File: config.mk
export PLATFORM = sky130hd
export DESIGN_NAME = fbs_node
export DESIGN_NICKNAME = d
export VERILOG_FILES = /design/src/verilog/fbs_pkg.sv /design/src/verilog/fbs_link_if.sv /design/src/verilog/fbs_link_sup.sv /design/src/verilog/fbs_node.sv
export SDC_FILE = /design/constraint.sdc
export NUM_CORES = 1
export LEC_CHECK = 0
export BUFFER_PORTS_ARGS = -buffer_cell sky130_fd_sc_hd__buf_4
export CORE_MARGIN = 8
export CORE_UTILIZATION = 25
export DETAILED_ROUTE_END_ITERATION = 6
export GPL_ROUTABILITY_DRIVEN = 0
export PLACE_DENSITY_LB_ADDON = 0.12
export SLEW_MARGIN = 5
export SYNTH_ARGS = -nofsm -noshare
export SYNTH_HDL_FRONTEND = slang
export SYNTH_SLANG_ARGS = --single-unit
File: constraint.sdc
create_clock -name clk_i -period 3.5 [get_ports clk_i]
set_clock_uncertainty 0.15 [all_clocks]
set_input_delay 0.525 -clock clk_i [delete_from_list [all_inputs] [get_ports clk_i]]
set_output_delay 0.525 -clock clk_i [all_outputs]
set_load 0.005 [all_outputs]
File: src/verilog/fbs_pkg.sv
// Shared constants: register map, field positions, reset values and timing
package fbs_pkg;

  // Register byte offsets on the Wishbone slave
  localparam int unsigned ADDR_W                = 8;
  localparam logic [7:0]  OFS_ALIAS_SRC         = 8'h00;
  localparam logic [7:0]  OFS_ERR_LIMIT         = 8'h04;
  localparam logic [7:0]  OFS_LOST_LINK_TIMEOUT = 8'h08;
  localparam logic [7:0]  OFS_SW_VERSION        = 8'h0c;
  localparam logic [7:0]  OFS_EXT_SETUP_EIGHT   = 8'h10;
  localparam logic [7:0]  OFS_EXT_SETUP_FIVE    = 8'h14;
  localparam logic [7:0]  OFS_LATCH_FALL_COMP   = 8'h18;
  localparam logic [7:0]  OFS_ALIAS_HIGH_BYTE   = 8'h1c;
  localparam logic [7:0]  OFS_EXT_SETUP_THREE   = 8'h20;
  localparam logic [7:0]  OFS_LATCH_PRIM_COMP   = 8'h24;
  localparam logic [7:0]  OFS_IRQ_STATUS        = 8'h28;
  localparam logic [7:0]  OFS_IRQ_MASK          = 8'h2c;
  localparam logic [7:0]  OFS_NODE_STATUS       = 8'h30;

  // Reset values
  localparam logic [15:0] RST_ALIAS_SRC         = 16'h0000;
  localparam logic [15:0] RST_ERR_LIMIT         = 16'h0003;
  localparam logic [15:0] RST_LOST_LINK_TIMEOUT = 16'h0000;
  localparam logic [15:0] RST_EXT_SETUP_EIGHT   = 16'h0000;
  localparam logic [15:0] RST_EXT_SETUP_FIVE    = 16'h0c00;
  localparam logic [15:0] RST_EXT_SETUP_THREE   = 16'h3010;
  localparam logic [15:0] RST_COMP              = 16'h0000;
  localparam logic [7:0]  RST_ALIAS_HIGH_BYTE   = 8'h00;
  localparam logic [2:0]  RST_IRQ_MASK          = 3'h0;

  // Field positions and widths
  localparam int unsigned ERR_LIMIT_W           = 4;
  localparam int unsigned LOST_LINK_W           = 15;
  localparam int unsigned EXT5_OT_EXCLUDE_BIT   = 13;
  localparam int unsigned EXT3_COMP_SELECT_BIT  = 5;
  localparam int unsigned VER_DIGITS_W          = 12;
  localparam int unsigned VER1_LSB              = 16;
  localparam int unsigned VER2_LSB              = 0;
  localparam int unsigned IRQ_W                 = 3;
  localparam int unsigned IRQ_COMM_ERR_BIT      = 0;
  localparam int unsigned IRQ_LOST_LINK_BIT     = 1;
  localparam int unsigned IRQ_LATCH_BIT         = 2;
  localparam int unsigned PORTS                 = 2;

  // Alias source selections
  localparam logic [15:0] ALIAS_FROM_SWITCH     = 16'h0000;
  localparam logic [15:0] ALIAS_FROM_SII        = 16'h0001;

  // Timing
  localparam int unsigned CLK_PERIOD_NS         = 40;
  localparam int unsigned LOST_LINK_UNIT_NS     = 1000000;
  localparam int unsigned MS_CYCLES             = LOST_LINK_UNIT_NS / CLK_PERIOD_NS;
  localparam int unsigned COMP_STEP_NS          = 25;
  localparam logic signed [15:0] COMP_LIMIT     = 16'sh07d0;

endpackage

File: src/verilog/fbs_link_if.sv
// Carrier between register bank and lost link supervisor
interface fbs_link_if;
  import fbs_pkg::*;
  logic [LOST_LINK_W-1:0] timeout;
  logic                   init_to_preop;
  logic [PORTS-1:0]       lost;
  logic                   alarm_evt;
  logic                   armed;
  modport ctl (output timeout, init_to_preop, lost, input alarm_evt, armed);
  modport sup (input timeout, init_to_preop, lost, output alarm_evt, armed);
endinterface

File: src/verilog/fbs_link_sup.sv
// Lost link supervisor: per-port millisecond timers armed by Init to PreOP
module fbs_link_sup
  import fbs_pkg::*;
#(
  parameter int unsigned MS_CYC = fbs_pkg::MS_CYCLES
) (
  // Clock and reset
  input  wire logic clk_i,
  input  wire logic rst_i,
  // Supervision link
  fbs_link_if.sup   lnk
);
  import fbs_pkg::*;

  localparam int unsigned CW = $clog2(MS_CYC + 1);
  localparam logic [CW-1:0] CYC_LAST = CW'(MS_CYC - 1);

  typedef struct packed {
    logic                               armed;
    logic [PORTS-1:0]                   excl;
    logic [PORTS-1:0][CW-1:0]           cyc;
    logic [PORTS-1:0][LOST_LINK_W-1:0]  ms;
    logic                               evt;
  } fbs_sup_t;

  fbs_sup_t st;
  fbs_sup_t next_st;

  always_comb begin
    next_st     = st;
    next_st.evt = 1'b0;
    if (lnk.init_to_preop) begin
      next_st.armed = 1'b1;
      next_st.excl  = lnk.lost;
      next_st.cyc   = '0;
      next_st.ms    = '0;
    end else begin
      for (int p = 0; p < PORTS; p++) begin
        if (!st.armed || !lnk.lost[p] || st.excl[p] || lnk.timeout == '0) begin
          next_st.cyc[p] = '0;
          next_st.ms[p]  = '0;
        end else if (st.ms[p] != lnk.timeout) begin
          if (st.cyc[p] == CYC_LAST) begin
            next_st.cyc[p] = '0;
            next_st.ms[p]  = st.ms[p] + 1'b1;
            // Fires once per episode; counter then rests at the limit
            if (st.ms[p] + 1'b1 == lnk.timeout) begin
              next_st.evt = 1'b1;
            end
          end else begin
            next_st.cyc[p] = st.cyc[p] + 1'b1;
          end
        end
      end
    end
  end

  always_ff @(posedge clk_i) begin
    if (rst_i) begin
      st <= '0;
    end else begin
      st <= next_st;
    end
  end

  assign lnk.alarm_evt = st.evt;
  assign lnk.armed     = st.armed;

endmodule

File: src/verilog/fbs_node.sv
// Fieldbus node supervision parameter bank with Wishbone slave
// What this block does
// - Alias source: 0 switch+high, 1 SII, 2 reserved
// - Error limit bits 3..0 are the alarm threshold
// - Lost link beyond timeout after PreOP raises alarm
// - Ports already lost at transition are excluded
// - Zero timeout disables the lost link alarm
// - Version word holds two three-digit hex versions
// - Version bits 31..28 and 15..12 read zero
// - Setup five bit 13 drops overtravel from follows
// - Falling compensation signed, 25 ns steps, +-2000
// - Falling compensation used only when select set
// - Photocoupler on is rising, off is falling edge
// - Select clear: primary compensation for both edges
// - High byte parameter gives upper alias byte
module fbs_node
  import fbs_pkg::*;
#(
  parameter int unsigned       MS_CYC  = fbs_pkg::MS_CYCLES,
  parameter logic [11:0]       SW_VER1 = 12'h123, // Arbitrary value
  parameter logic [11:0]       SW_VER2 = 12'h456  // Arbitrary value
) (
  // Clock and reset
  input  wire logic                       clk_i,
  input  wire logic                       rst_i,
  // Wishbone slave
  input  wire logic                       wb_cyc_i,
  input  wire logic                       wb_stb_i,
  input  wire logic                       wb_we_i,
  input  wire logic [fbs_pkg::ADDR_W-1:0] wb_adr_i,
  input  wire logic [3:0]                 wb_sel_i,
  input  wire logic [31:0]                wb_dat_i,
  output logic      [31:0]                wb_dat_o,
  output logic                            wb_ack_o,
  // Station alias
  input  wire logic [7:0]                 rotary_switch_i,
  input  wire logic [15:0]                sii_alias_i,
  output logic      [15:0]                station_alias_o,
  // Communication supervision
  input  wire logic                       comm_error_i,
  input  wire logic                       comm_good_i,
  input  wire logic                       init_to_preop_i,
  input  wire logic [fbs_pkg::PORTS-1:0]  port_lost_link_i,
  output logic                            continuous_comm_error_alarm_o,
  output logic                            lost_link_alarm_o,
  // Drive follows command qualification
  input  wire logic                       csp_mode_i,
  input  wire logic                       positive_overtravel_input_i,
  input  wire logic                       negative_overtravel_input_i,
  input  wire logic                       follows_base_i,
  output logic                            drive_follows_command_o,
  // Latch trigger
  input  wire logic                       latch_trigger_i,
  output logic                            latch_rise_o,
  output logic                            latch_fall_o,
  output logic      [15:0]                latch_comp_o,
  // Interrupt
  output logic                            irq_o
);
  import fbs_pkg::*;

  typedef struct packed {
    logic [15:0]      alias_src;
    logic [15:0]      err_limit;
    logic [15:0]      ll_timeout;
    logic [15:0]      ext8;
    logic [15:0]      ext5;
    logic [15:0]      ext3;
    logic [15:0]      comp_fall;
    logic [15:0]      comp_prim;
    logic [7:0]       alias_hi;
    logic [IRQ_W-1:0] irq_stat;
    logic [IRQ_W-1:0] irq_mask;
    logic [3:0]       err_cnt;
    logic             err_alarm;
    logic             ll_alarm;
    logic             trig_prev;
    logic             rise;
    logic             fall;
    logic [15:0]      comp_out;
    logic [15:0]      alias_out;
    logic             follows;
    logic             ack;
    logic [31:0]      rdat;
  } fbs_state_t;

  fbs_state_t st;
  fbs_state_t next_st;

  fbs_link_if lnk ();

  fbs_link_sup #(
    .MS_CYC (MS_CYC)
  ) u_sup (
    .clk_i (clk_i),
    .rst_i (rst_i),
    .lnk   (lnk)
  );

  assign lnk.timeout       = st.ll_timeout[LOST_LINK_W-1:0];
  assign lnk.init_to_preop = init_to_preop_i;
  assign lnk.lost          = port_lost_link_i;

  // Byte-lane merge for 16-bit registers in the low half of the word
  function automatic logic [15:0] merge16(input logic [15:0] old_v,
                                          input logic [31:0] dat,
                                          input logic [3:0]  sel);
    merge16 = {sel[1] ? dat[15:8] : old_v[15:8], sel[0] ? dat[7:0] : old_v[7:0]};
  endfunction

  // Out-of-range settings are pulled to the nearest limit, not rejected
  function automatic logic [15:0] clamp_comp(input logic [15:0] v);
    if ($signed(v) > COMP_LIMIT) begin
      clamp_comp = COMP_LIMIT;
    end else if ($signed(v) < -COMP_LIMIT) begin
      clamp_comp = -COMP_LIMIT;
    end else begin
      clamp_comp = v;
    end
  endfunction

  logic             bus_req;
  logic             bus_wr;
  logic             bus_rd;
  logic [IRQ_W-1:0] evt;
  logic [31:0]      rd_mux;
  logic [31:0]      version_word;
  logic [3:0]       err_thr;
  logic [3:0]       err_inc;
  logic             ot_active;

  always_comb begin
    bus_req = wb_cyc_i && wb_stb_i && !st.ack;
    bus_wr  = bus_req && wb_we_i;
    bus_rd  = bus_req && !wb_we_i;
  end

  always_comb begin
    version_word                              = '0;
    version_word[VER1_LSB+:VER_DIGITS_W]      = SW_VER1;
    version_word[VER2_LSB+:VER_DIGITS_W]      = SW_VER2;
  end

  always_comb begin
    case (wb_adr_i)
      OFS_ALIAS_SRC:         rd_mux = {16'h0000, st.alias_src};
      OFS_ERR_LIMIT:         rd_mux = {16'h0000, st.err_limit};
      OFS_LOST_LINK_TIMEOUT: rd_mux = {16'h0000, st.ll_timeout};
      OFS_SW_VERSION:        rd_mux = version_word;
      OFS_EXT_SETUP_EIGHT:   rd_mux = {16'h0000, st.ext8};
      OFS_EXT_SETUP_FIVE:    rd_mux = {16'h0000, st.ext5};
      OFS_LATCH_FALL_COMP:   rd_mux = {16'h0000, st.comp_fall};
      OFS_ALIAS_HIGH_BYTE:   rd_mux = {24'h000000, st.alias_hi};
      OFS_EXT_SETUP_THREE:   rd_mux = {16'h0000, st.ext3};
      OFS_LATCH_PRIM_COMP:   rd_mux = {16'h0000, st.comp_prim};
      OFS_IRQ_STATUS:        rd_mux = {29'h00000000, st.irq_stat};
      OFS_IRQ_MASK:          rd_mux = {29'h00000000, st.irq_mask};
      OFS_NODE_STATUS:       rd_mux = {st.alias_out, 8'h00, lnk.armed, st.ll_alarm,
                                       st.err_alarm, 1'b0, st.err_cnt};
      default:               rd_mux = 32'h00000000;
    endcase
  end

  always_comb begin
    err_thr   = st.err_limit[ERR_LIMIT_W-1:0];
    err_inc   = (st.err_cnt == 4'hf) ? st.err_cnt : st.err_cnt + 4'h1;
    ot_active = positive_overtravel_input_i || negative_overtravel_input_i;
  end

  always_comb begin
    next_st      = st;
    evt          = '0;
    next_st.ack  = bus_req;
    next_st.rise = 1'b0;
    next_st.fall = 1'b0;
    if (bus_rd) begin
      next_st.rdat = rd_mux;
    end

    // Register writes; unmapped and read-only offsets are acknowledged and ignored
    if (bus_wr) begin
      case (wb_adr_i)
        OFS_ALIAS_SRC:         next_st.alias_src  = merge16(st.alias_src, wb_dat_i, wb_sel_i);
        OFS_ERR_LIMIT:         next_st.err_limit  = merge16(st.err_limit, wb_dat_i, wb_sel_i);
        OFS_LOST_LINK_TIMEOUT: begin
          next_st.ll_timeout     = merge16(st.ll_timeout, wb_dat_i, wb_sel_i);
          next_st.ll_timeout[15] = 1'b0;
        end
        OFS_EXT_SETUP_EIGHT:   next_st.ext8       = merge16(st.ext8, wb_dat_i, wb_sel_i);
        // Reserved bits are stored as written; software keeps them at their defaults
        OFS_EXT_SETUP_FIVE:    next_st.ext5       = merge16(st.ext5, wb_dat_i, wb_sel_i);
        OFS_LATCH_FALL_COMP:   next_st.comp_fall  =
          clamp_comp(merge16(st.comp_fall, wb_dat_i, wb_sel_i));
        OFS_ALIAS_HIGH_BYTE: begin
          if (wb_sel_i[0]) begin
            next_st.alias_hi = wb_dat_i[7:0];
          end
        end
        OFS_EXT_SETUP_THREE:   next_st.ext3       = merge16(st.ext3, wb_dat_i, wb_sel_i);
        OFS_LATCH_PRIM_COMP:   next_st.comp_prim  =
          clamp_comp(merge16(st.comp_prim, wb_dat_i, wb_sel_i));
        OFS_IRQ_MASK: begin
          if (wb_sel_i[0]) begin
            next_st.irq_mask = wb_dat_i[IRQ_W-1:0];
          end
        end
        default: ;
      endcase
    end

    // Station alias source
    case (st.alias_src)
      ALIAS_FROM_SWITCH: begin
        next_st.alias_out = {st.alias_hi, rotary_switch_i};
      end
      ALIAS_FROM_SII:    next_st.alias_out = sii_alias_i;
      default:           next_st.alias_out = 16'h0000;
    endcase

    // Consecutive error counter; a good frame restarts it, zero threshold disables
    if (comm_good_i) begin
      next_st.err_cnt = 4'h0;
    end else if (comm_error_i) begin
      next_st.err_cnt = err_inc;
      if (err_thr != 4'h0 && err_inc == err_thr && st.err_cnt != err_thr) begin
        next_st.err_alarm       = 1'b1;
        evt[IRQ_COMM_ERR_BIT]   = 1'b1;
      end
    end

    if (lnk.alarm_evt) begin
      next_st.ll_alarm         = 1'b1;
      evt[IRQ_LOST_LINK_BIT]   = 1'b1;
    end

    // Overtravel only counts against the follows flag in csp
    next_st.follows = follows_base_i &&
      !(csp_mode_i && !st.ext5[EXT5_OT_EXCLUDE_BIT] && ot_active);

    // Input high means photocoupler conducting
    next_st.trig_prev = latch_trigger_i;
    if (latch_trigger_i && !st.trig_prev) begin
      next_st.rise     = 1'b1;
      next_st.comp_out = st.comp_prim;
      evt[IRQ_LATCH_BIT] = 1'b1;
    end else if (!latch_trigger_i && st.trig_prev) begin
      next_st.fall     = 1'b1;
      next_st.comp_out = st.ext3[EXT3_COMP_SELECT_BIT] ? st.comp_fall
                                                        : st.comp_prim;
      evt[IRQ_LATCH_BIT] = 1'b1;
    end

    // Read clears status; a same-cycle event wins over the clear
    if (bus_rd && wb_adr_i == OFS_IRQ_STATUS) begin
      next_st.irq_stat = evt;
    end else begin
      next_st.irq_stat = st.irq_stat | evt;
    end
  end

  always_ff @(posedge clk_i) begin
    if (rst_i) begin
      next_st_reset();
    end else begin
      st <= next_st;
    end
  end

  task automatic next_st_reset();
    st.alias_src  <= RST_ALIAS_SRC;
    st.err_limit  <= RST_ERR_LIMIT;
    st.ll_timeout <= RST_LOST_LINK_TIMEOUT;
    st.ext8       <= RST_EXT_SETUP_EIGHT;
    st.ext5       <= RST_EXT_SETUP_FIVE;
    st.ext3       <= RST_EXT_SETUP_THREE;
    st.comp_fall  <= RST_COMP;
    st.comp_prim  <= RST_COMP;
    st.alias_hi   <= RST_ALIAS_HIGH_BYTE;
    st.irq_stat   <= '0;
    st.irq_mask   <= RST_IRQ_MASK;
    st.err_cnt    <= '0;
    st.err_alarm  <= 1'b0;
    st.ll_alarm   <= 1'b0;
    st.trig_prev  <= 1'b0;
    st.rise       <= 1'b0;
    st.fall       <= 1'b0;
    st.comp_out   <= RST_COMP;
    st.alias_out  <= 16'h0000;
    st.follows    <= 1'b0;
    st.ack        <= 1'b0;
    st.rdat       <= 32'h00000000;
  endtask

  assign wb_ack_o                      = st.ack;
  assign wb_dat_o                      = st.rdat;
  assign station_alias_o               = st.alias_out;
  assign continuous_comm_error_alarm_o = st.err_alarm;
  assign lost_link_alarm_o             = st.ll_alarm;
  assign drive_follows_command_o       = st.follows;
  assign latch_rise_o                  = st.rise;
  assign latch_fall_o                  = st.fall;
  assign latch_comp_o                  = st.comp_out;
  assign irq_o                         = |(st.irq_stat & st.irq_mask);

endmodule

; ---- Yosys cells after proc, flatten, opt, wreduce, memory -nomap -nowiden
; Index checks and enable logic that the tools add are counted.
[totals]
word_cells = 159
mem_bits_rw = 0
in_bits = 83
ff_bits = 280
rom_bits = 0
latchBits = 0
output_inout_bits = 71
mem_count = 0
[classes]
n_eq_ne = 22
bitwise_logic = 3
multipliers = 0
shifts = 0
addsub = 5
n_reduce_logical = 58
n_lt_le_gt_ge = 4
mux = 32
n_div = 0
[op_table]
columns = cell, n
row1 = $pmux 32 s13, 1
row2 = $mux 16, 6
row3 = $add 15x1->15 const B, 4
row4 = $reduce_and 3->1, 15
row5 = $eq 8x6->1 const B, 5
row6 = $eq 8x5->1 const B, 4
row7 = $gt 16x12->1 const B, 2
row8 = $lt 16x12->1 const B, 2
row9 = $mux 8, 4
row10 = $pmux 16 s2, 1
row11 = $eq 15x15->1, 2
row12 = $eq 15x15->1 const B, 2
row13 = $mux 15, 2
row14 = $ne 15x15->1, 2
row15 = $mux 17, 1
row16 = $eq 16x1->1 const B, 1
row17 = $eq 8x4->1 const B, 2
row18 = $logic_not 16->1, 1
row19 = $logic_not 15->1, 1
row20 = $mux 1, 15
row21 = $logic_and 1x1->1, 12
row22 = $logic_not 1->1, 9
row23 = $reduce_or 3->1, 3
row24 = $eq 8x3->1 const B, 1
row25 = other kinds (15), 26

; ---- Logic depth before layout (Yosys ltp)
; Gate-level depths: netlist (run 1).
[logic_depth]
ltp_word = 10
mapped_depth = 13
ltp_nobuf = 9

; ---- By module
; Synthesis (run 1) repeated with hierarchy kept, for this count alone.
[hier_totals]
hier_cells = 1829
area_unflattened_um2 = 14804.2
[modules_own_cells]
columns = module, area_each_um2, n_inst, cells_per_inst
row1 = fbs_node, 10408.7, 1, 1284
row2 = fbs_link_sup, 4395.5, 1, 545

; ---- Worst setup path before layout (run 1)
; OpenSTA, ideal clock, no wires.
[synth_path]
path_type = input -> register
start = in wb_sel_i[1]
end = reg st[110] in the netlist's numbering
t_arrival_ps = 2991
setup_ps = 152
n_path_buf = 4
t_required_ps = 3198
path_stages = 11
setup_slack_ps = 206
cell_sequence = clkbuf_1 > clkbuf_1 > clkbuf_1 > nand3_1 > o21ai_0 > nand2_1 > or3_1 > ha_1 > clkbuf_1 > nor3b_1 > a221oi_1
[synth_between]
elab_chain_cells = 4
elab_cells_between_ends = 5
classes_between = 2 x order compare / 3 x mux
[synth_lines]
columns = item, line
row1 = "start, declared", fbs_node.sv:31  ; input wire logic [3:0] wb_sel_i,
row2 = $mux 8 *, fbs_node.sv:108  ; merge16 = {sel[1] ? dat[15:8] : old_v[15:8], sel[0] ? dat[7:0] : old_v[7:0]};
row3 = $lt 16x12->1, fbs_node.sv:115  ; end else if ($signed(v) < -COMP_LIMIT) begin
row4 = $mux 16, fbs_node.sv:115
row5 = $mux 16 *, fbs_node.sv:113  ; if ($signed(v) > COMP_LIMIT) begin
row6 = "end signal, assigned", fbs_node.sv:265  ; st <= next_st;
row7 = "end, declared", fbs_node.sv:87  ; fbs_state_t st;
; Every way passes the cells marked *; elsewhere a longest branch is shown, timed or not.
; A chain may end at the register's enable or synchronous reset.

; ---- Final worst setup path (run 1)
[layout_path]
start = reg u_sup.st[19] in the netlist's numbering
end = reg u_sup.st, in the netlist u_sup.lnk.alarm_evt
[layout_between]
elab_chain_cells = 6
elab_cells_between_ends = 7
classes_between = 1 x add/sub / 2 x eq/ne / 4 x mux
[layout_lines]
columns = item, line
row1 = "start, declared", fbs_link_sup.sv:26  ; fbs_sup_t st;
row2 = "start signal, assigned", fbs_link_sup.sv:62  ; st <= next_st;
row3 = $add 15x1->15, fbs_link_sup.sv:47  ; if (st.ms[p] + 1'b1 == lnk.timeout) begin
row4 = $eq 15x15->1, fbs_link_sup.sv:47
row5 = $mux 1, fbs_link_sup.sv:47
row6 = $mux 1, fbs_link_sup.sv:43  ; if (st.cyc[p] == CYC_LAST) begin
row7 = $mux 1 *, fbs_link_sup.sv:42  ; end else if (st.ms[p] != lnk.timeout) begin
row8 = $mux 1 *, fbs_link_sup.sv:39  ; if (!st.armed || !lnk.lost[p] || st.excl[p] || lnk.timeout == '0) begin
; Marks and branches as above.

==> out/results.ini, run 1 <==
[run_status]
status = finished, final reports clean

[run]
maxCapViolations = 0

[logic_synthesis]
synth_edf_count = 0
synth_top_family_by_area = simple AND/OR/NAND/NOR gates
synthTopCellsByArea = dfxtp_1, a21oi_1, nand2_1
synth_top_cell_by_area = dfxtp_1
synthArstFlopShare_pct = 0
synth_fa_ha_area_share_pct = 0.820
syn_nets = 1822
synthMuxAreaShare_pct = 2.71
synth_compound_area_share_pct = 17.0
ys.flop_type = dfxtp_1
synth_xor_area_share_pct = 6.17
yosys.area_share.simple_pct = 24.8
synth_seq_cells = 280
netlist_area_um2 = 13700
ys_warn_count = 0
synth.yosys.seq_area_share_pct = 40.8
synth_cell_types = 65
syn_area_per_cell_um2 = 7.94
yosys.area.top_type_share_pct = 40.8
syn-instance-count = 1730

[clock_network]
cts_resized = 0
cts_buffers = 36
htree_levels = 2
clock_sinks = 280
clk_pin_slew_worst_paths_ns = 0.06
clkLatencyLatePin_ns = 0.54
clock-root-buffer = clkbuf_16
cts_setup_buffers = 0
cts_tree = done
clockBufferDepth = 3
hold_buffers = 0

[drt]
via_count = 12300
drt-total-wl_um = 48100
final_antenna_net_count = 0
firstDrtPassIters = 6
post-route-drc-count = 0
wl_per_cell_um = 19.3
viasPerCell = 4.97
drt-initial-drc-count = 873

[finish]
diodes = 0
final_layout_size_suffix_gt1_share_pct = 14.4
multiInputGateArea_um2 = 7100
fin_util_pct = 29.6
nets = 1851
areaGrowthSynthToFinish_pct = 18.0
n_fill_cell = 5861
seq_area_um2 = 5610

[min_path]
holdCritPathClass = in2reg

[sta]
setup_viol_count_final = 0
worst_slack_ns = 0.624
hold_viol = 0
fmax_mhz = 348
slew_headroom_pct = 49.6
fin_crit_sh_pct = 82.2
tightest_slew_ns = 0.756
fin_crit_ns = 2.88
maxSlewViolCount = 0
tns_ns = 0
rsz0062_at_grt = false

[setup_path]
regToRegSetupSlack_ns = 0.62
cp_common_cell = or4_1
cp_slowest_cell = or4_1
end_kind = flip-flop
crit_path_start_kind = flip-flop
cp_max_fo = 8
worstPathCellList = nand4_4, or3_1, xnor2_2, nand4_1, or4_1, or4_1, o22ai_2
required_ns = 3.80
slowest_delay_ns = 0.54
crit_type = reg2reg
arrival_ns = 3.17

[floorplan]
die_w_um = 250
num_io_pins = 154
start_util_pct = 25.1
die-area_um2 = 62700
die_h_um = 250
fp.coreArea_um2 = 54800
fp-row-count = 86

[grt]
track_usage_pct = 14.9
grt_overflow = 0
grt_antenna_before_repair = 0
grt_pass1_wl_um = 74100
grt_max_degree = 57
grt_pass1_vias = 12000

[power]
power_density_nw_per_um2 = 441
peakVddDrop_mv = 0.277
p_leak_uw = 0.00553

[placed_design]
place_ws_ns = 0.488
post-dp-hpwl_um = 34200
portBuffers = 135

==> cells by family (layout without fill, tap and decap cells) <==
logic type	Yosys count	count (layout)
compound gates	375	375
xor+xnor	96	96
fa+ha+maj	9	9
buf+inv	208	259
flops	280	280
mux	37	37
simple gates	725	725
==> layer usage <==
layer	up-vias	track usage, %	part of all wire (%)
met5	-	0	0
met4	0	4.57	2.3
met3	52	2.65	4.8
met2	295	24.1	46
met1	5892	20.0	47
li1	6106	-	-
==> layout by cell type (no fill, tap or decap), drive strengths merged, types with 3 or more instances in the layout <==
cell     count
a2111oi      3
a211o        7
a211oi       5
a21oi      177
a221oi      26
a222oi       8
a22o        13
a22oi       55
a31oi        6
and2         6
and3        20
buf        179
clkbuf      59
dfxtp      280
ha           9
inv         20
mux2i       35
nand2      213
nand2b       7
nand3      126
nand3b       7
nand4       26
nand4b       4
nor2       195
nor2b        6
nor3        50
nor3b       13
nor4        15
o21a         3
o21ai       43
o22ai       15
or2          3
or3         22
or4          5
xnor2       52
xor2        44
==> cells in the mapped netlist (all sizes together) (3+ instances only) <==
library cell  instances
o21ai                43
mux2i                35
nand4b                4
a31oi                 6
xor2                 44
or3                  22
a22o                 13
a211oi                5
or2                   3
nor3                 50
buf                  90
nand2b                7
nor2                195
nor2b                 6
or4                   5
a22oi                55
a211o                 7
nand3               126
inv                  20
clkbuf               98
dfxtp               280
nor4                 15
a2111oi               3
xnor2                52
and3                 20
a222oi                8
o21a                  3
nor3b                13
ha                    9
and2                  6
nand2               213
a221oi               26
nand3b                7
a21oi               177
nand4                26
o22ai                15
==> power breakdown <==
part           internal, uW  switching [uW]  total [uW]
clock network          2200            1440        3640
logic                   106             198         305
registers              3200            10.0        3210
total                  5510            1650        7160
==> critical path, delay by kind of cell (launching register included) <==
| kind | cells | cell delay, ns |
|---|---|---|
| AND/OR/NAND/NOR | 5 | 1.79 |
| flip-flops | 1 | 0.52 |
| AO/OA/AOI/OAI | 1 | 0.16 |
| XOR/XNOR | 1 | 0.17 |
==> flip-flops by register name, summed over array words and instances, names as in the netlist, 4 cells and up <==
name	count
st	127
u_sup.st	62
wb_dat_o	32
latch_comp_o	16
station_alias_o	16
lnk.timeout	15
err_thr	4
==> layout make-up <==
type	instances	area share [%]
tap	704	5.43
clock inverter	1	0.0309
clock buffer	59	7.02
timing repair buffer	179	8.70
multi-input combinational	1242	43.8
inverter	20	0.463
sequential	280	34.6
==> path summary, 6_finish.rpt <==
path / start / cells after the start / to
worst max-delay path: u_sup.st[19]$_SDFFE_PP0P_ / 7 / u_sup.lnk.alarm_evt$_SDFF_PP0_
worst min register to register: st[145]$_SDFFE_PP0P_ / 2 / st[145]$_SDFFE_PP0P_
worst max register to register: u_sup.st[19]$_SDFFE_PP0P_ / 7 / u_sup.lnk.alarm_evt$_SDFF_PP0_
worst min-delay path: comm_good_i / 2 / st[71]$_SDFFE_PP0P_
==> stage by stage <==
stage               instance area, um2  power, uW  std cells  hold WS, ns
floorplan                        13700       3440       1730        0.282
global placement                 15100       3590       2425        0.292
detailed placement               15100       3590       2425        0.296
CTS                              16200       7300       2485       0.0190
global route                     16200       7440       2485       0.0330
finish                           16200       7160       2485       0.0567
(Power assumes the default switching activity.)
==> run 2, diff against run 1 <==
- clock period: 3.5 -> 2.8 ns (I/O delays scaled with it)
==> run 2 against run 1 <==
Flip-flop and latch count stayed put. Wire length is 0.40% higher. Non-clock buffer count is 78 higher. Utilization is 1.6 points higher. Critical path depth stayed put. Critical path type unchanged. Critical endpoint unchanged. Highest routed layer unchanged.
==> out/results.ini, run 2 (synthesis gave the netlist of run 1 again) <==
[setup_path]
crit_path_start_kind = flip-flop
regToRegSetupSlack_ns = 0.14  ; -0.48 ns
reg2reg_depth = 7  ; unchanged
r2r_end = u_sup.lnk.alarm_evt$_SDFF_PP0_
worstPathCellList = nand4_4, or3_1, xnor2_2, nand4_1, or4_1, or4_1, o22ai_2
arrival_ns = 2.96  ; -0.21 ns
r2r-start = u_sup.st[21]$_SDFFE_PP0P_
cp_common_cell = or4_1
cp_slowest_cell = or4_1
slowest_delay_ns = 0.53  ; about the same
cp_max_fo = 7  ; -1
end_kind = flip-flop
crit_type = reg2reg
required_ns = 3.10  ; -0.70 ns

[power]
seqPwrFrac_pct = 43.4  ; -1.5 points
p_int_uw = 7150  ; +30%
power.total_uw = 9260  ; +29%
power_density_nw_per_um2 = 542  ; +23%
p_leak_uw = 0.00595  ; +7.6%
p_sw_share_pct = 22.8  ; -0.26 points
p_clk_share_pct = 51.8  ; +0.9 points
p_sw_uw = 2110  ; +28%
peakVddDrop_mv = 0.354  ; +28%
p_comb_share_pct = 4.8  ; +0.5 points

[finish]
final_cell_mix = dfxtp_1, buf_4, nand2_1
seq_area_um2 = 5610  ; about the same
instances_no_fill = 2568  ; +3.3%
largest_reg_flops = 127  ; unchanged
largest_register = st
multiInputGateArea_um2 = 7130  ; +0.41%
nets = 1930  ; +4.3%
diodes = 0  ; unchanged
n_fill_cell = 5762  ; -1.7%
final_layout_size_suffix_gt1_share_pct = 16.9  ; +2.5 points
final_common_cell = dfxtp_1
areaGrowthSynthToFinish_pct = 24.3

[min_path]
whs_path_depth = 3  ; +1
holdCritPathClass = in2reg
whs_endpoint = st[152]$_SDFFE_PP0P_
holdCritStartpoint = wb_dat_i[15]

[floorplan]
fp-row-count = 86  ; unchanged
start_util_pct = 25.1  ; unchanged
die-area_um2 = 62700  ; unchanged
num_io_pins = 154  ; unchanged
die_w_um = 250  ; unchanged
die_h_um = 250  ; unchanged
fp.coreArea_um2 = 54800  ; unchanged

[grt]
grt_pass1_wl_um = 75300  ; +1.6%
track_usage_pct = 15.0  ; +0.087 points
grt_pass1_vias = 12600  ; +5.3%
grt_overflow = 0  ; unchanged
grt_antenna_before_repair = 0  ; unchanged
grt_max_degree = 187  ; +230%

[placed_design]
post-dp-hpwl_um = 34600  ; +1.4%
dp_cells = 2470  ; +1.9%
portBuffers = 135  ; unchanged
place_ws_ns = 0.0422  ; -0.445 ns

[clock_network]
htree_levels = 2  ; unchanged
cts_buffers = 37  ; +2.8%
cts_setup_buffers = 0  ; unchanged
clock_sinks = 280  ; unchanged
clkLatencyLatePin_ns = 0.54  ; about the same
clockBufferDepth = 3  ; unchanged
cts_tree = done
clock-root-buffer = clkbuf_16
clk_pin_slew_worst_paths_ns = 0.05  ; about the same

[drt]
drt-initial-drc-count = 874  ; +0.11%
drt-total-wl_um = 48200  ; +0.40%
final_antenna_net_count = 0  ; unchanged
via_count = 12600  ; +2.3%
firstDrtPassIters = 5  ; -1
viasPerCell = 4.92  ; -1.0%
wl_per_cell_um = 18.8  ; -2.8%
post-route-drc-count = 0  ; unchanged

[sta]
tightest_slew_ns = 0.960  ; +0.204 ns
hold_slack_ns = 0.0574  ; +0.000724 ns
hold_viol = 0  ; unchanged
slew_headroom_pct = 36.0  ; -14 points
worst_slack_ns = 0.144  ; -0.480 ns
fin_crit_ns = 2.66  ; -0.220 ns
rsz0062_at_grt = false
fin_crit_sh_pct = 94.9  ; +13 points
tns_ns = 0  ; unchanged
maxSlewViolCount = 0  ; unchanged
fmax_mhz = 376  ; +8.3%
setup_viol_count_final = 0  ; unchanged

[run_status]
status = finished, final reports clean

[run]
maxCapViolations = 0  ; unchanged

-- run 2: worst max path at each step --
stage / endpoint / start / slack [ns]
floorplan: st[116]$_SDFFE_PP0P_ / wb_sel_i[1] / 0.07
global placement: u_sup.lnk.alarm_evt$_SDFF_PP0_ / u_sup.st[20]$_SDFFE_PP0P_ / 0.08
detailed placement: u_sup.lnk.alarm_evt$_SDFF_PP0_ / lnk.timeout[14]$_SDFFE_PP0P_ / 0.04
CTS: u_sup.lnk.alarm_evt$_SDFF_PP0_ / u_sup.st[20]$_SDFFE_PP0P_ / 0.01
global route: u_sup.st[37]$_SDFFE_PP0P_ / lnk.timeout[4]$_SDFFE_PP0P_ / 0.007
finish: u_sup.lnk.alarm_evt$_SDFF_PP0_ / u_sup.st[21]$_SDFFE_PP0P_ / 0.14
-- run 2: metal layers --
layer / GRT usage [%] / up-vias / part of all wire, %
li1: - / 6261 / -
met1: 19.6 / 6062 / 46
met2: 24.9 / 236 / 47
met3: 2.20 / 66 / 3.5
met4: 5.05 / 0 / 2.8
met5: 0 / - / 0
-- run 2: what timing repair did --
action                     in CTS  in global routing
hold buffers                   33                  0
setup endpoints to repair       0                  1
hold endpoints to repair       25                  0
gates resized for setup         0                  7
-- run 2: cell type report --
class / count / area share (%)
multi-input cells: 1242 / 41.8
flip-flops and latches: 280 / 32.9
repair buffers: 257 / 12.6
clock buffers: 58 / 6.66
well taps: 704 / 5.16
clock inverters: 7 / 0.520
inverters: 20 / 0.440
-- run 2: worst max-delay path: cells and delay by family, from the launching register on --
family / cells / cell delay, ns
xor+xnor: 1 / 0.15
simple gates: 5 / 1.62
flops: 1 / 0.49
compound gates: 1 / 0.16
-- run 2: power by group through the flow --
stage / clock network (uW) / logic [uW] / registers (uW)
after global routing: 5150 / 479 / 4010
after CTS: 4990 / 446 / 4010
after detailed placement: 0 / 406 / 4100
final: 4800 / 443 / 4010
after floorplan: 0 / 202 / 4100
after global placement: 0 / 405 / 4100
-- run 2: per-stage QoR --
stage / util (%) / cell area (um2)
after floorplan: - / 13800
after global placement: 28.3 / 15500
after detailed placement: 28.3 / 15500
after CTS: 31.1 / 17100
after global routing: 31.2 / 17100
final: 31.2 / 17100
==> run 3, diff against run 2 <==
- CTS_BUF_LIST: unset -> sky130_fd_sc_hd__clkbuf_2
- TNS_END_PERCENT: unset -> 100
- clock period: 2.8 -> 3 ns (I/O delays scaled with it)
==> run 3 against run 2 <==
Worst setup slack worse by 0.084 ns. Via count grew 4.2%. Largest power group is now registers. Critical path depth up 2. Utilization is 0.18 points higher.
==> out/results.ini, run 3 (synthesis gave the netlist of run 1 again) <==
[run_status]
status = finished, final reports clean

[sta]
worst_slack_ns = 0.0595  ; -0.0841 ns
rsz0062_at_grt = false
fin_crit_ns = 2.94
fmax_mhz = 340
setup_viol_count_final = 0  ; unchanged
slew_headroom_pct = 34.3  ; -1.6 points
hold_slack_ns = 0.134  ; +0.0763 ns
maxSlewViolCount = 0  ; unchanged
tightest_slew_ns = 0.985  ; +0.0247 ns
fin_crit_sh_pct = 98.0
hold_viol = 0  ; unchanged
tns_ns = 0  ; unchanged

[finish]
largest_register = st
final_layout_size_suffix_gt1_share_pct = 17.5  ; +0.58 points
largest_reg_flops = 127  ; unchanged
seq_area_um2 = 5610  ; about the same
nets = 2031  ; +5.2%
final_common_cell = dfxtp_1
areaGrowthSynthToFinish_pct = 25.0
instances_no_fill = 2696  ; +5.0%
fin_area_um2 = 17200  ; +0.59%
multiInputGateArea_um2 = 7120  ; -0.18%
n_fill_cell = 5907  ; +2.5%
final_cell_mix = dfxtp_1, nand2_1, nor2_1

[setup_path]
reg2reg_depth = 7  ; unchanged
crit_type = in2reg
r2r_end = u_sup.lnk.alarm_evt$_SDFF_PP0_
cp_common_cell = dlygate4sd3_1
r2r-start = u_sup.st[19]$_SDFFE_PP0P_
path_delay_family = buffers and inverters
crit_path_start_kind = primary input
arrival_ns = 3.74  ; +0.78 ns
cp_slowest_cell = or4b_2
cp_max_fo = 34  ; +27
regToRegSetupSlack_ns = 0.23  ; +0.09 ns
required_ns = 3.80  ; +0.70 ns
end_kind = flip-flop
worstPathCellList = dlygate4sd3_1, buf_4, or4b_2, dlygate4sd3_1, nor2_2, buf_12, nand3_1, dlygate4sd3_1, a21oi_1
slowest_delay_ns = 0.71  ; +0.18 ns
critical_path_buf_inv_count = 5  ; +5

[clock_network]
clock-root-buffer = clkbuf_2
clockBufferDepth = 3  ; unchanged
cts_tree = done
cts_buffers = 85  ; +130%
clkLatencyLatePin_ns = 1.04  ; +0.50 ns
clk_pin_slew_worst_paths_ns = 0.09  ; +0.04 ns
clock_sinks = 280  ; unchanged
htree_levels = 3  ; +1
cts_setup_buffers = 0  ; unchanged

[floorplan]
fp-row-count = 86  ; unchanged
fp.coreArea_um2 = 54800  ; unchanged
start_util_pct = 25.1  ; unchanged
num_io_pins = 154  ; unchanged
die_w_um = 250  ; unchanged
die_h_um = 250  ; unchanged
die-area_um2 = 62700  ; unchanged

[grt]
grt_antenna_before_repair = 1  ; +1
track_usage_pct = 15.4  ; +0.44 points
grt_overflow = 0  ; unchanged
grt_pass1_wl_um = 77300  ; +2.6%
grt_max_degree = 187  ; unchanged
grt_pass1_vias = 13200  ; +5.0%

[run]
maxCapViolations = 0  ; unchanged

[power]
p_int_uw = 5150  ; -28%
peakVddDrop_mv = 0.163  ; -54%
p_sw_uw = 2050  ; -2.8%
p_clk_share_pct = 41.5  ; -10 points
p_sw_share_pct = 28.5  ; +5.7 points
seqPwrFrac_pct = 51.9  ; +8.5 points
power_density_nw_per_um2 = 419  ; -23%
p_leak_uw = 0.00607  ; +2.1%
p_comb_share_pct = 6.6  ; +1.8 points

[drt]
drt-total-wl_um = 49200  ; +2.0%
drt-initial-drc-count = 871  ; -0.34%
via_count = 13200  ; +4.2%
post-route-drc-count = 0  ; unchanged
firstDrtPassIters = 6  ; +1
wl_per_cell_um = 18.3  ; -2.8%
final_antenna_net_count = 0  ; unchanged
viasPerCell = 4.88  ; -0.70%

[min_path]
whs_endpoint = station_alias_o[8]$_SDFF_PP0_
holdCritStartpoint = sii_alias_i[8]
whs_path_depth = 4  ; +1
holdCritPathClass = in2reg

[placed_design]
place_ws_ns = 0.132  ; +0.0899 ns
portBuffers = 135  ; unchanged
place_area_um2 = 15300  ; -1.4%
dp_cells = 2442  ; -1.1%
post-dp-hpwl_um = 33900  ; -2.2%

run 3: what timing repair did:
action                     4_1_cts  5_1_grt
hold buffers                   115        0
gates resized for setup          0        4
hold endpoints to repair       252        0
setup endpoints to repair        0       10
run 3: through the flow:
step | total power (uW) | utilization [%]
6_report | 7200 | 31.4
3_5_place_dp | 4200 | 27.9
2_1_floorplan | 4010 | -
3_3_place_gp | 4200 | 27.9
5_1_grt | 7620 | 31.4
4_1_cts | 7380 | 31.4
run 3: worst min-delay path: stages:
cell and delay (ns):
dlygate4sd3_1 0.54, buf_4 0.10, mux2i_1 0.06, nor2_1 0.08
run 3: power by group through the flow:
stage	registers [uW]	clock network (uW)	logic [uW]
floorplan	3820	0	188
global placement	3830	0	371
detailed placement	3830	0	371
CTS	3740	3160	475
global route	3740	3360	512
finish	3740	2990	472
run 3: worst max-delay path by stage:
stage	startpoint	endpoint	slack [ns]	depth (start not counted)
5_1_grt	lnk.timeout[1]$_SDFFE_PP0P_	u_sup.st[57]$_SDFFE_PP0P_	0.05	7
2_1_floorplan	wb_sel_i[1]	st[94]$_SDFFE_PP0P_	0.006	11
6_report	wb_adr_i[5]	st[145]$_SDFFE_PP0P_	0.06	9
4_1_cts	wb_ack_o$_SDFF_PP0_	st[114]$_SDFFE_PP0P_	0.001	8
3_3_place_gp	wb_sel_i[1]	st[89]$_SDFFE_PP0P_	0.07	9
3_5_place_dp	wb_sel_i[1]	st[90]$_SDFFE_PP0P_	0.13	9
run 3: final cells by class:
class | instances | area share, %
clock buffers | 113 | 3.29
flip-flops and latches | 280 | 32.6
inverters | 20 | 0.437
well taps | 704 | 5.13
repair buffers | 310 | 16.1
clock inverters | 26 | 0.998
multi-input cells | 1242 | 41.4
diodes | 1 | 0.0146
run 3: routing by layer:
metal  track usage (%)  part of all wire, %
met4              6.53                  3.5
met5                 0                    0
met3              3.34                  5.0
met1              20.2                   46
met2              24.3                   46
